<file path="config.mk">
export PLATFORM = sky130hd
export DESIGN_NAME = wwdt_top
export DESIGN_NICKNAME = d
export VERILOG_FILES = /design/src/include/wwdt_pkg.sv /design/src/include/wwdt_if.sv /design/src/logic/wwdt_access_check.sv /design/src/logic/wwdt_counter.sv /design/src/logic/wwdt_top.sv
export SDC_FILE = /design/constraint.sdc
export NUM_CORES = 1
export LEC_CHECK = 0
export BUFFER_PORTS_ARGS = -buffer_cell sky130_fd_sc_hd__buf_2
export CAP_MARGIN = 20
export CORE_ASPECT_RATIO = 0.9
export CORE_UTILIZATION = 45
export DETAILED_ROUTE_END_ITERATION = 8
export HOLD_SLACK_MARGIN = 0.06
export PLACE_DENSITY_LB_ADDON = 0.15
export SLEW_MARGIN = 10
export SYNTH_ARGS = -nofsm -noshare
export SYNTH_HDL_FRONTEND = slang
export SYNTH_HIERARCHICAL = 1
export SYNTH_SLANG_ARGS = --single-unit
</file>
<file path="constraint.sdc">
create_clock -name i_mclk -period 5.9 [get_ports i_mclk]
set_input_delay 0.59 -clock i_mclk [delete_from_list [all_inputs] [get_ports i_mclk]]
set_output_delay 0.59 -clock i_mclk [all_outputs]
set_load 0.005 [all_outputs]
</file>
<file path="src/include/wwdt_pkg.sv">
// Constants, register map and helper functions of the windowed watchdog
package wwdt_pkg;

  localparam int          ADDR_W        = 18;
  localparam int          DATA_W        = 32;
  localparam int          CNT_W         = 17;
  localparam int          MEM_W         = 16;

  // Register indexes; byte address is four times the index
  localparam logic [15:0] IDX_REFRESH   = 16'hFF9B;
  localparam logic [15:0] IDX_STATUS    = 16'hFFA0;
  localparam logic [15:0] IDX_COUNT     = 16'hFFA1;
  localparam logic [15:0] IDX_CONFIG    = 16'hFFA2;

  localparam logic [7:0]  REFRESH_KEY   = 8'hAC;
  localparam logic [7:0]  RST_VAL_ON    = 8'h9A;
  localparam logic [7:0]  RST_VAL_OFF   = 8'h1A;

  // Option byte fields
  localparam int          OPT_LOCK_BIT  = 0;
  localparam int          OPT_OVF_LSB   = 1;
  localparam int          OPT_EN_BIT    = 4;
  localparam int          OPT_WIN_LSB   = 5;
  localparam logic [7:0]  OPT_RST_VAL   = 8'h00;

  // Status register fields
  localparam int          ST_REQ_BIT    = 0;
  localparam int          ST_PEND_BIT   = 1;
  localparam int          ST_FIRST_BIT  = 2;
  localparam int          ST_CAUSE_BIT  = 4;

  localparam int          OVF_BASE_EXP  = 10;
  localparam logic [15:0] DATA_FREE_LO  = 16'hFB00;

  // Last count value before overflow, 2^(10+n) cycles
  function automatic logic [CNT_W-1:0] wwdt_ovf_last(input logic [2:0] sel);
    logic [CNT_W:0] full;
    full = 18'(1) << (OVF_BASE_EXP + int'(sel));
    return CNT_W'(full - 18'(1));
  endfunction : wwdt_ovf_last

  // First count of the open window; open part is the final 25/50/75/100 %
  function automatic logic [CNT_W-1:0] wwdt_win_start(input logic [2:0] sel,
                                                      input logic [1:0] win);
    logic [CNT_W:0] full;
    full = 18'(1) << (OVF_BASE_EXP + int'(sel));
    unique case (win)
      2'h0:    return CNT_W'((full >> 2) * 18'(3));
      2'h1:    return CNT_W'(full >> 1);
      2'h2:    return CNT_W'(full >> 2);
      default: return '0;
    endcase
  endfunction : wwdt_win_start

endpackage : wwdt_pkg

</file>
<file path="src/include/wwdt_if.sv">
// Carrier between watchdog control, counter and access checker
`timescale 1ns/1ps
interface wwdt_if;
  import wwdt_pkg::*;
  logic                   ls_tick;
  logic                   run;
  logic                   clear;
  logic [2:0]             ovf_sel;
  logic [1:0]             win_sel;
  logic [CNT_W-1:0]       count;
  logic                   ovf_hit;
  logic                   win_open;
  logic                   det_en;
  logic [MEM_W-1:0]       rom_top;
  logic [MEM_W-1:0]       ram_base;
  logic                   fetch_valid;
  logic [MEM_W-1:0]       fetch_addr;
  logic                   data_valid;
  logic [MEM_W-1:0]       data_addr;
  logic                   illegal;

  modport ctl (output ls_tick, run, clear, ovf_sel, win_sel, det_en, rom_top, ram_base,
               fetch_valid, fetch_addr, data_valid, data_addr,
               input count, ovf_hit, win_open, illegal);
  modport cnt (input ls_tick, run, clear, ovf_sel, win_sel,
               output count, ovf_hit, win_open);
  modport acc (input det_en, rom_top, ram_base, fetch_valid, fetch_addr,
               data_valid, data_addr, output illegal);
endinterface : wwdt_if

</file>
<file path="src/logic/wwdt_access_check.sv">
// Illegal fetch and data access detector
`timescale 1ns/1ps
module wwdt_access_check (
  input  wire logic i_mclk,   // System clock
  input  wire logic i_reset,  // Async reset, active high
  wwdt_if.acc       ab        // Address monitor signals
);
  import wwdt_pkg::*;

  logic illegal_r;

  function automatic logic in_region(input logic [MEM_W-1:0] a,
                                     input logic [MEM_W-1:0] top,
                                     input logic [MEM_W-1:0] base);
    return (a < top) || (a >= base);
  endfunction : in_region

  assign ab.illegal = illegal_r;

  always_ff @(posedge i_mclk or posedge i_reset) begin
    if (i_reset) begin
      illegal_r <= 1'b0;
    end else begin
      illegal_r <= ab.det_en &&
                   ((ab.fetch_valid && !in_region(ab.fetch_addr, ab.rom_top, ab.ram_base)) ||
                    (ab.data_valid && !in_region(ab.data_addr, ab.rom_top, ab.ram_base) &&
                     (ab.data_addr < DATA_FREE_LO)));
    end
  end

endmodule : wwdt_access_check

</file>
<file path="src/logic/wwdt_counter.sv">
// Watchdog up-counter on low-speed ticks with overflow and window decode
`timescale 1ns/1ps
module wwdt_counter (
  input  wire logic i_mclk,   // System clock
  input  wire logic i_reset,  // Async reset, active high
  wwdt_if.cnt       cb        // Counter control and state
);
  import wwdt_pkg::*;

  logic [CNT_W-1:0] count_r;
  logic [CNT_W-1:0] last;

  assign last        = wwdt_ovf_last(cb.ovf_sel);
  assign cb.count    = count_r;
  // Clear beats a coincident overflow so a late refresh still counts
  assign cb.ovf_hit  = cb.run && cb.ls_tick && !cb.clear && (count_r == last);
  assign cb.win_open = (count_r >= wwdt_win_start(cb.ovf_sel, cb.win_sel));

  always_ff @(posedge i_mclk or posedge i_reset) begin
    if (i_reset) begin
      count_r <= '0;
    end else if (cb.clear) begin
      // Restart at once; only the tick phase adds error
      count_r <= '0;
    end else if (cb.run && cb.ls_tick) begin
      // Held value is kept while run is low, resumes from there
      count_r <= (count_r == last) ? '0 : count_r + CNT_W'(1);
    end
  end

endmodule : wwdt_counter

</file>
<file path="src/logic/wwdt_top.sv">
// Windowed watchdog timer with APB register access
// Operation
// - Count only on low-speed oscillator clock edges
// - Bit-manipulation access to refresh register resets
// - Refresh write other than ACH resets
// - Key write clears counter, restarts from zero
// - Later writes in closed window reset
// - First key write clears regardless of window
// - Fetch outside configured memory resets
// - Data access outside memory resets, FB00H-FFFFH allowed
// - Watchdog reset sets cause flag bit 4
// - Configuration comes from option byte fields
// - Refresh reset value 9AH enabled, 1AH disabled
// - Refresh reads return reset value, never key
// - Enable bit gates counter and access detection
// - Refresh fault with stopped clock pends until resume
// - Refresh timing error at most two periods
// - Refresh accepted just before overflow
// - Lock clear halts count in HALT, STOP
// - Counting resumes from held value
// - Software oscillator stop freezes count when unlocked
// - Counting continues during flash self-programming
// - Overflow time is 2^(10+n) cycles
// - Window open final 25/50/75/100 percent
`timescale 1ns/1ps
module wwdt_top (
  input  wire logic                          i_mclk,        // System clock, 50 MHz
  input  wire logic                          i_reset,       // Async reset, active high
  input  wire logic                          i_psel,        // APB select
  input  wire logic                          i_penable,     // APB enable
  input  wire logic                          i_pwrite,      // APB direction
  input  wire logic [wwdt_pkg::ADDR_W-1:0]   i_paddr,       // APB byte address
  input  wire logic [wwdt_pkg::DATA_W-1:0]   i_pwdata,      // APB write data
  input  wire logic [3:0]                    i_pstrb,       // APB write strobes
  output logic                               o_pready,      // APB ready
  output logic [wwdt_pkg::DATA_W-1:0]        o_prdata,      // APB read data
  output logic                               o_pslverr,     // APB error
  input  wire logic                          i_bit_access,  // CPU bit-manipulation access flag
  input  wire logic                          i_lsclk,       // Low-speed oscillator clock level
  input  wire logic [7:0]                    i_option_byte, // Option byte value
  input  wire logic                          i_halt,        // CPU in HALT mode
  input  wire logic                          i_stop,        // CPU in STOP mode
  input  wire logic                          i_lsosc_stop,  // Low-speed oscillator stop bit
  input  wire logic [wwdt_pkg::MEM_W-1:0]    i_rom_top,     // End of internal code memory
  input  wire logic [wwdt_pkg::MEM_W-1:0]    i_ram_base,    // Start of internal RAM
  input  wire logic                          i_fetch_valid, // Instruction fetch strobe
  input  wire logic [wwdt_pkg::MEM_W-1:0]    i_fetch_addr,  // Instruction fetch address
  input  wire logic                          i_data_valid,  // Data access strobe
  input  wire logic [wwdt_pkg::MEM_W-1:0]    i_data_addr,   // Data access address
  output logic                               o_reset_req,   // Internal reset request
  output logic                               o_reset_cause  // Watchdog reset cause flag
);
  import wwdt_pkg::*;

  wwdt_if wif ();

  // Option byte, caught after reset release
  logic             opt_loaded_r;
  logic [7:0]       opt_r;
  logic             opt_en;
  logic             opt_lock;
  logic [2:0]       opt_ovf;
  logic [1:0]       opt_win;

  // Low-speed clock edge detect
  logic             lsclk_d_r;
  logic             ls_tick;
  logic             src_run;
  logic             cnt_run;

  // APB decode
  logic             setup;
  logic             access;
  logic             wr_done;
  logic [15:0]      idx;
  logic             addr_ok;
  logic             sel_refresh;
  logic             sel_status;
  logic             sel_count;
  logic             sel_config;
  logic             mapped;
  logic [DATA_W-1:0] rdata_nxt;
  logic [DATA_W-1:0] prdata_r;
  logic             pslverr_r;

  // Refresh evaluation
  logic [7:0]       refresh_rst_val;
  logic             refresh_acc;
  logic             refresh_wr;
  logic             key_ok;
  logic             first_done_r;
  logic             refresh_fault;
  logic             refresh_clear;
  logic             fault_now;

  // Reset request
  logic             pend_r;
  logic             req_r;
  logic             cause_r;
  logic             wdt_event;
  logic             cause_clr;

  assign opt_en   = opt_r[OPT_EN_BIT];
  assign opt_lock = opt_r[OPT_LOCK_BIT];
  assign opt_ovf  = opt_r[OPT_OVF_LSB +: 3];
  assign opt_win  = opt_r[OPT_WIN_LSB +: 2];

  always_ff @(posedge i_mclk or posedge i_reset) begin
    if (i_reset) begin
      opt_loaded_r <= 1'b0;
      opt_r        <= OPT_RST_VAL;
    end else if (!opt_loaded_r) begin
      opt_loaded_r <= 1'b1;
      opt_r        <= i_option_byte;
    end
  end

  // Low-speed clock is slow and synchronous here, so an edge detect suffices
  always_ff @(posedge i_mclk or posedge i_reset) begin
    if (i_reset) begin
      lsclk_d_r <= 1'b0;
    end else begin
      lsclk_d_r <= i_lsclk;
    end
  end

  assign ls_tick = i_lsclk && !lsclk_d_r;

  // Locked oscillator cannot be stopped by software
  assign src_run = !(i_lsosc_stop && !opt_lock);
  // Flash self-programming is not a stop condition
  assign cnt_run = opt_loaded_r && opt_en && src_run &&
                   !((i_halt || i_stop) && !opt_lock);

  // APB slave, zero wait states, read data latched in setup
  assign setup   = i_psel && !i_penable;
  assign access  = i_psel && i_penable;
  assign idx     = i_paddr[ADDR_W-1:2];
  assign addr_ok = (i_paddr[1:0] == 2'h0);

  assign sel_refresh = addr_ok && (idx == IDX_REFRESH);
  assign sel_status  = addr_ok && (idx == IDX_STATUS);
  assign sel_count   = addr_ok && (idx == IDX_COUNT);
  assign sel_config  = addr_ok && (idx == IDX_CONFIG);
  assign mapped      = sel_refresh || sel_status || sel_count || sel_config;

  assign o_pready  = 1'b1;
  assign o_prdata  = prdata_r;
  assign o_pslverr = pslverr_r && access;
  assign wr_done   = access && i_pwrite && mapped;

  assign refresh_rst_val = opt_en ? RST_VAL_ON : RST_VAL_OFF;

  always_comb begin
    rdata_nxt = '0;
    if (sel_refresh) begin
      rdata_nxt[7:0] = refresh_rst_val;
    end else if (sel_status) begin
      rdata_nxt[ST_REQ_BIT]   = req_r;
      rdata_nxt[ST_PEND_BIT]  = pend_r;
      rdata_nxt[ST_FIRST_BIT] = first_done_r;
      rdata_nxt[ST_CAUSE_BIT] = cause_r;
    end else if (sel_count) begin
      rdata_nxt[CNT_W-1:0] = wif.count;
    end else if (sel_config) begin
      rdata_nxt[7:0] = opt_r;
    end
  end

  always_ff @(posedge i_mclk or posedge i_reset) begin
    if (i_reset) begin
      prdata_r  <= '0;
      pslverr_r <= 1'b0;
    end else if (setup) begin
      prdata_r  <= i_pwrite ? '0 : rdata_nxt;
      pslverr_r <= !mapped;
    end
  end

  // Any refresh access, read or write, is judged once per transfer
  assign refresh_acc = access && sel_refresh;
  assign refresh_wr  = refresh_acc && i_pwrite && i_pstrb[0];
  assign key_ok      = (i_pwdata[7:0] == REFRESH_KEY);

  always_comb begin
    refresh_fault = 1'b0;
    refresh_clear = 1'b0;
    if (opt_loaded_r && opt_en && refresh_acc) begin
      if (i_bit_access) begin
        refresh_fault = 1'b1;
      end else if (refresh_wr) begin
        if (!key_ok) begin
          refresh_fault = 1'b1;
        end else if (!first_done_r) begin
          refresh_clear = 1'b1;
        end else if (wif.win_open) begin
          refresh_clear = 1'b1;
        end else begin
          refresh_fault = 1'b1;
        end
      end
    end
  end

  always_ff @(posedge i_mclk or posedge i_reset) begin
    if (i_reset) begin
      first_done_r <= 1'b0;
    end else if (refresh_clear) begin
      first_done_r <= 1'b1;
    end
  end

  // Counter and access checker
  assign wif.ls_tick     = ls_tick;
  assign wif.run         = cnt_run;
  assign wif.clear       = refresh_clear;
  assign wif.ovf_sel     = opt_ovf;
  assign wif.win_sel     = opt_win;
  assign wif.det_en      = opt_loaded_r && opt_en;
  assign wif.rom_top     = i_rom_top;
  assign wif.ram_base    = i_ram_base;
  assign wif.fetch_valid = i_fetch_valid;
  assign wif.fetch_addr  = i_fetch_addr;
  assign wif.data_valid  = i_data_valid;
  assign wif.data_addr   = i_data_addr;

  wwdt_counter u_counter (
    .i_mclk  (i_mclk),
    .i_reset (i_reset),
    .cb      (wif.cnt)
  );

  wwdt_access_check u_access (
    .i_mclk  (i_mclk),
    .i_reset (i_reset),
    .ab      (wif.acc)
  );

  // Refresh faults with the source clock stopped wait for its next edge
  assign fault_now = refresh_fault && src_run;

  always_ff @(posedge i_mclk or posedge i_reset) begin
    if (i_reset) begin
      pend_r <= 1'b0;
    end else if (refresh_fault && !src_run) begin
      pend_r <= 1'b1;
    end else if (pend_r && ls_tick) begin
      pend_r <= 1'b0;
    end
  end

  assign wdt_event = fault_now || (pend_r && ls_tick) ||
                     wif.ovf_hit || wif.illegal;

  // Request holds until system reset; the system acts on it
  always_ff @(posedge i_mclk or posedge i_reset) begin
    if (i_reset) begin
      req_r <= 1'b0;
    end else if (wdt_event) begin
      req_r <= 1'b1;
    end
  end

  assign o_reset_req = req_r;

  // Cause flag: write one to clear, a new event wins over the clear
  assign cause_clr = wr_done && sel_status && i_pstrb[0] && i_pwdata[ST_CAUSE_BIT];

  always_ff @(posedge i_mclk or posedge i_reset) begin
    if (i_reset) begin
      cause_r <= 1'b0;
    end else if (wdt_event) begin
      cause_r <= 1'b1;
    end else if (cause_clr) begin
      cause_r <= 1'b0;
    end
  end

  assign o_reset_cause = cause_r;

endmodule : wwdt_top

</file>
Word-level counts from Yosys, hierarchy flattened:

Cells that the tools add are included.

* output and inout bits: 36
* word-level logic and storage cells: 117
* register bits after elaboration: 65

* equality and inequality tests: 8
* add/subtract/negate cells: 3
* mux-type cells: 31
* multipliers: 1
* reduce and logical (&&, ||, !) cells: 56
* magnitude comparators: 6
* shift-type cells: 1

Operators by type and width (count)
* 2-to-1 mux 17 bit: 4
* equality test 16 bit, second input constant: 4
* one-hot mux 17 bit (3 select lines): 1
* >= comparator 16 bit: 2
* logical AND 1 bit: 32
* < comparator 16 bit: 2
* 2-to-1 mux 8 bit: 4
* 2-to-1 mux 1 bit: 18
* 2-to-1 mux 9 bit: 2
* << shifter 1 x 5 -> 18 bit, first input constant: 1
* adder 17 x 1 -> 17 bit, second input constant: 1
* equality test 17 bit: 1
* >= comparator 17 bit: 1
* multiplier 16 x 2 -> 17 bit, second input constant: 1
* subtractor 17 x 1 -> 17 bit, second input constant: 1
* < comparator 16 bit, second input constant: 1
* 2-to-1 mux 12 bit: 1
* logical OR 1 bit: 10
* logical NOT 1 bit: 9
* equality test 8 bit, second input constant: 1
* nonzero test 2 bit: 3
* adder 4 x 3 -> 5 bit, first input constant: 1
* logical NOT 2 bit: 2
* 2-to-1 mux 3 bit: 1
* other kinds (2): 2

Logic depth before layout (Yosys ltp):

* depth after elaboration: 17
* depth in mapped cells: 28
* gate-level depth less buffers: 25

Cells and area by module:

The synthesis kept the hierarchy.

By module, submodules not included
* wwdt_counter: sequential area each 425.4 um2, instances 1, cells each 273, area each 2318.5 um2
* wwdt_top: sequential area each 800.8 um2, instances 1, cells each 168, area each 1716.6 um2
* wwdt_access_check: sequential area each 25.0 um2, instances 1, cells each 191, area each 1507.7 um2

Worst setup path before layout:

OpenSTA, ideal clock, no wires.

* kind: reg2reg
* from: reg opt_r[2]
* to: reg cause_r (netlist: o_reset_cause)
* stages on the path, launching flop included: 27
* path slack: 0.588 ns
* data arrival time: 5.165 ns
* buffers on the path: 3
* setup time: 0.146 ns
* cells stage by stage: dfrtp_1 buf_6 inv_1 ha_1 buf_4 nor4_4 inv_1 ha_1 a21o_1 and3_1 o21ai_0 o21ai_0 a2bb2oi_1 nand3_1 ha_1 nand2_1 or2_2 a2111oi_0 o22a_1 o2111a_1 nand3_1 nor2_1 or2_2 clkbuf_1 nor2_1 a211oi_1 o221ai_1

* longest elaborated chain between the ends: 17
* elaborated cells on any way between the ends: 28
* classes of those cells: 2 x add/sub; 1 x mul; 1 x order compare; 1 x eq/ne; 1 x shift; 14 x mux; 8 x reduce/logical

Ends and longest elaborated chain
* start, declared: line wwdt_top.sv:59 `logic [7:0] opt_r;`
* start signal, assigned: line wwdt_top.sv:114 `opt_r <= i_option_byte;`
* adder 4 x 3 -> 5 bit (*): line wwdt_pkg.sv:46 `full = 18'(1) << (OVF_BASE_EXP + int'(sel));`
* << shifter 1 x 5 -> 18 bit (*): line wwdt_pkg.sv:38 `full = 18'(1) << (OVF_BASE_EXP + int'(sel));`
* multiplier 16 x 2 -> 17 bit: line wwdt_pkg.sv:48 `2'h0: return CNT_W'((full >> 2) * 18'(3));`
* one-hot mux 17 bit (3 select lines) (*): line wwdt_pkg.sv:47 `unique case (win)`
* >= comparator 17 bit (*): line wwdt_counter.sv:17 `assign cb.win_open = (count_r >= wwdt_win_start(cb.ovf_sel, cb.win_sel));`
* named net wif.win_open: line wwdt_if.sv:12 `logic win_open;`
* 2-to-1 mux 1 bit (*): line wwdt_top.sv:196 `end else if (wif.win_open) begin`
* 2-to-1 mux 1 bit (*): line wwdt_top.sv:194 `end else if (!first_done_r) begin`
* (+3 left out)
* 2-to-1 mux 1 bit (*): line wwdt_top.sv:188 `if (opt_loaded_r && opt_en && refresh_acc) begin`
* named net refresh_clear: line wwdt_top.sv:93 `logic refresh_clear;`
* logical NOT 1 bit (*): line wwdt_counter.sv:16 `assign cb.ovf_hit = cb.run && cb.ls_tick && !cb.clear && (count_r == last);`
* logical AND 1 bit (*) (2 in a row): line wwdt_counter.sv:16
* named net wif.ovf_hit: line wwdt_if.sv:11 `logic ovf_hit;`
* logical OR 1 bit (*): line wwdt_top.sv:252 `assign wdt_event = fault_now || (pend_r && ls_tick) ||`
* logical OR 1 bit (*): line wwdt_top.sv:253 `wif.ovf_hit || wif.illegal;`
* 2-to-1 mux 1 bit / nonzero test 2 bit (equally long branches)
* end signal, assigned: line wwdt_top.sv:271 `cause_r <= 1'b0;`
* end signal, assigned: line wwdt_top.sv:273 `cause_r <= 1'b1;`
* end signal, assigned: line wwdt_top.sv:275 `cause_r <= 1'b0;`
* end, declared: line wwdt_top.sv:99 `logic cause_r;`

The timed path passes the listed nets; every way through them passes the cells marked *.
A chain may end at the register's enable or synchronous reset.

Worst setup path after layout:

* from: reg opt_r[3]
* to: reg cause_r (netlist: o_reset_cause)

The elaborated chain is that of the path after synthesis.

==> flow_summary.yaml <==
status:
  status: "finished, final reports clean"
finish:
  multi_input_area_um2: 3910
  syn2layout_area_growth_pct: 17.2
  final_nets: 995
  drive_above_1_share_pct: 24.8
  fillers: 1128
  seqCellArea_um2: 1250
  antennaDiodeCount: 0
  final_cells: 922
power:
  power.density_nw_per_um2: 176
  total_leakage_power_nw: 3.29
  ir_drop_mv: 0.138
yosys:
  synth_area_leaders: "dfrtp_1 (23%), ha_1 (22%), inv_1 (3.9%), nand2_1 (3.9%), a21oi_1 (3.6%)"
  synth.avg_cell_area_um2: 8.77
  netlist_top_cells_count: "ha_1 (96), inv_1 (57), nand2_1 (57)"
  ys_ff_latch: 50
  netlist_area_um2: 5540
  synth.top_cell.area_share_pct: 22.6
  ys_warn_count: 6
  ys.flop_type: "dfrtp_1"
  ys_seq_area_share_pct: 22.6
  synth_most_common_cell: "ha_1"
  synth_area_leader_cell: "dfrtp_1"
  synthCells: 632
  synth_cell_types: 79
  async_flop_share_pct: 100
  synth_edf_count: 0
global_routing:
  grt_max_degree: 24
  grt_pass1_vias: 4751
  track_usage_pct: 23.2
  use_met3_pct: 3.81
  use_met1_pct: 33.0
  busiest_layer: "met2"
  antenna_found_initial: 0
  grt_overflow: 0
  grt_pass1_wl_mm: 23.4
  grtUsageMet2_pct: 37.4
worst_setup_path:
  critPathMaxFanout: 6
  critPathTopFamily: "compound AO/OA/AOI/OAI gates"
  max_stage_delay_ps: 450
  cpMostUsedCell: "ha_1"
  cp-start-kind: "flip-flop"
  endpoint_kind: "flip-flop"
  required_ps: 6060
  path_buf_inv: 1
  critical_path_class: "flip-flop to flip-flop"
  cp_cell_sequence: "inv_1, ha_1, nor2b_1, nand2b_1, ha_1, a21o_1, and3_1, o21ai_0, o21ai_0, a2bb2oi_1, nand3_1, ha_1, nand2_1, or2_2, a2111oi_0, o22a_1, o2111a_1, nand3_1, nor2_2, or2_2, nor2_1, a211oi_1, o221ai_1"
  arrival_ps: 5740
  cpMaxStageDelayCell: "dfrtp_1"
floorplan:
  start_util_pct: 46.1
  die_h_um: 107
  dieArea_um2: 12800
  pin_count: 174
  rows: 38
  die_w_um: 119
  core_um2: 12000
route:
  post_drt_wl_per_cell_um: 15.9
  drc: 0
  final_antenna_net_count: 0
  first_pass_iters: 5
  drt-initial-drc-count: 325
  viasPerCell: 5.51
  wirelength_mm: 14.7
  vias: 5082
flow_run:
  max_cap_violations: 0
place:
  dp.cells: 914
  portBuffers: 130
  hpwl_mm: 12.2
  place_congestion: 0.860
clock_network:
  path_clk_slew_ps: 70
  clk_latency_ps: 300
  cts_tree: "done"
  htreeDepth: 2
  cts_max_path_buffers: 2
  cts_resized: 0
  ctsHoldBuffers: 0
  post_cts_buffers: 0
  cts.sinks: 50
  clockRootBuffer: "clkbuf_16"
  numCtsBuffers: 5
sta:
  finClkSkew_ps: 11.2
  setup_viol: 0
  hold_slack_ps: 149
  setup_tns_ps: 0
  finalHoldViolCount: 0
  slew_headroom_pct: 38.0
  period_minus_slack_ps: 5580
  final-max-slew-violation-count: 0
  tightest_slew_ps: 930
  min_period_over_period_pct: 94.6
  max_freq_mhz: 179
worst_hold_path:
  hold_class: "input pin to asynchronous set/reset pin"
final cells by class:
type	count	share of cell area, %
Timing Repair Buffer	140	11.2
Inverter	57	3.29
Tap cell	160	3.08
Clock inverter	2	0.924
Sequential cell	50	19.3
Multi-Input combinational cell	507	60.1
Clock buffer	6	2.14
layout by cell type (no fill, tap or decap), types with 9 or more instances in the layout:
master / netlist / layout
nand3_1: 24 / 24
o21ai_0: 24 / 24
dfrtp_1: 50 / 50
a21oi_1: 40 / 39
xnor2_1: 9 / 9
nand2_1: 57 / 57
conb_1: 4 / 23
nor2_1: 34 / 32
inv_1: 57 / 57
buf_4: 20 / 9
ha_1: 96 / 96
a21o_1: 10 / 10
buf_2: 4 / 130
a22o_1: 11 / 11
nand4_1: 17 / 17
flip-flops by register name, indices dropped and copies added (netlist names):
register,flops
o_prdata,17
u_counter/cb.count,17
opt_r,8
first_done_r,1
lsclk_d_r,1
o_reset_cause,1
o_reset_req,1
opt_loaded_r,1
pend_r,1
pslverr_r,1
u_access/ab.illegal,1
logic make-up after synthesis:
family                   after synthesis  synth area share [%]
AO/OA/AOI/OAI                        154                  20.4
XOR/XNOR                              14                  2.46
adder cells (fa/ha/maj)               96                  21.7
buffers and inverters                 94                  8.53
flip-flops                            50                  22.6
multiplexers                          15                  2.89
other                                  4                 0.271
AND/OR/NAND/NOR                      205                  21.2
worst paths after layout:
path,cells after the start,slack (ps),from,endpoint
worst max-delay path,23,320,opt_r[3],o_reset_cause
worst min-delay path,2,150,i_reset,u_access/ab.illegal
worst max register to register,23,320,opt_r[3],o_reset_cause
worst min register to register,2,490,o_prdata[5],o_prdata[5]
max in group asynchronous,3,4920,i_reset,opt_r[7]
min in group i_mclk,1,400,i_lsclk,lsclk_d_r
metrics by stage:
stage                     setup WS (ps)  instance area [µm²]  utilization (%)  total power (W)
after floorplan                     588                 5610                -         0.000643
after global placement              250                 6270             52.2         0.000738
after detailed placement           60.9                 6280             52.2         0.000754
after CTS                          30.6                 6480             53.9          0.00114
after global routing              -5.17                 6500             54.0          0.00121
final                               319                 6500             54.0          0.00114
power by group:
group | switching (W) | leakage (nW) | internal (W) | total (W)
clock | 0.000135 | 0.0971 | 0.000255 | 0.000389
sequential | 0.0000404 | 0.651 | 0.000359 | 0.000400
combinational | 0.000191 | 2.54 | 0.000161 | 0.000352
per-layer routing:
layer	vias to the layer above	share of wire (%)
met3	10	6.0
met2	170	45
met1	2372	48
li1	2530	-
met5	-	0
met4	0	0.76
Power figures use the tool's default switching activity.
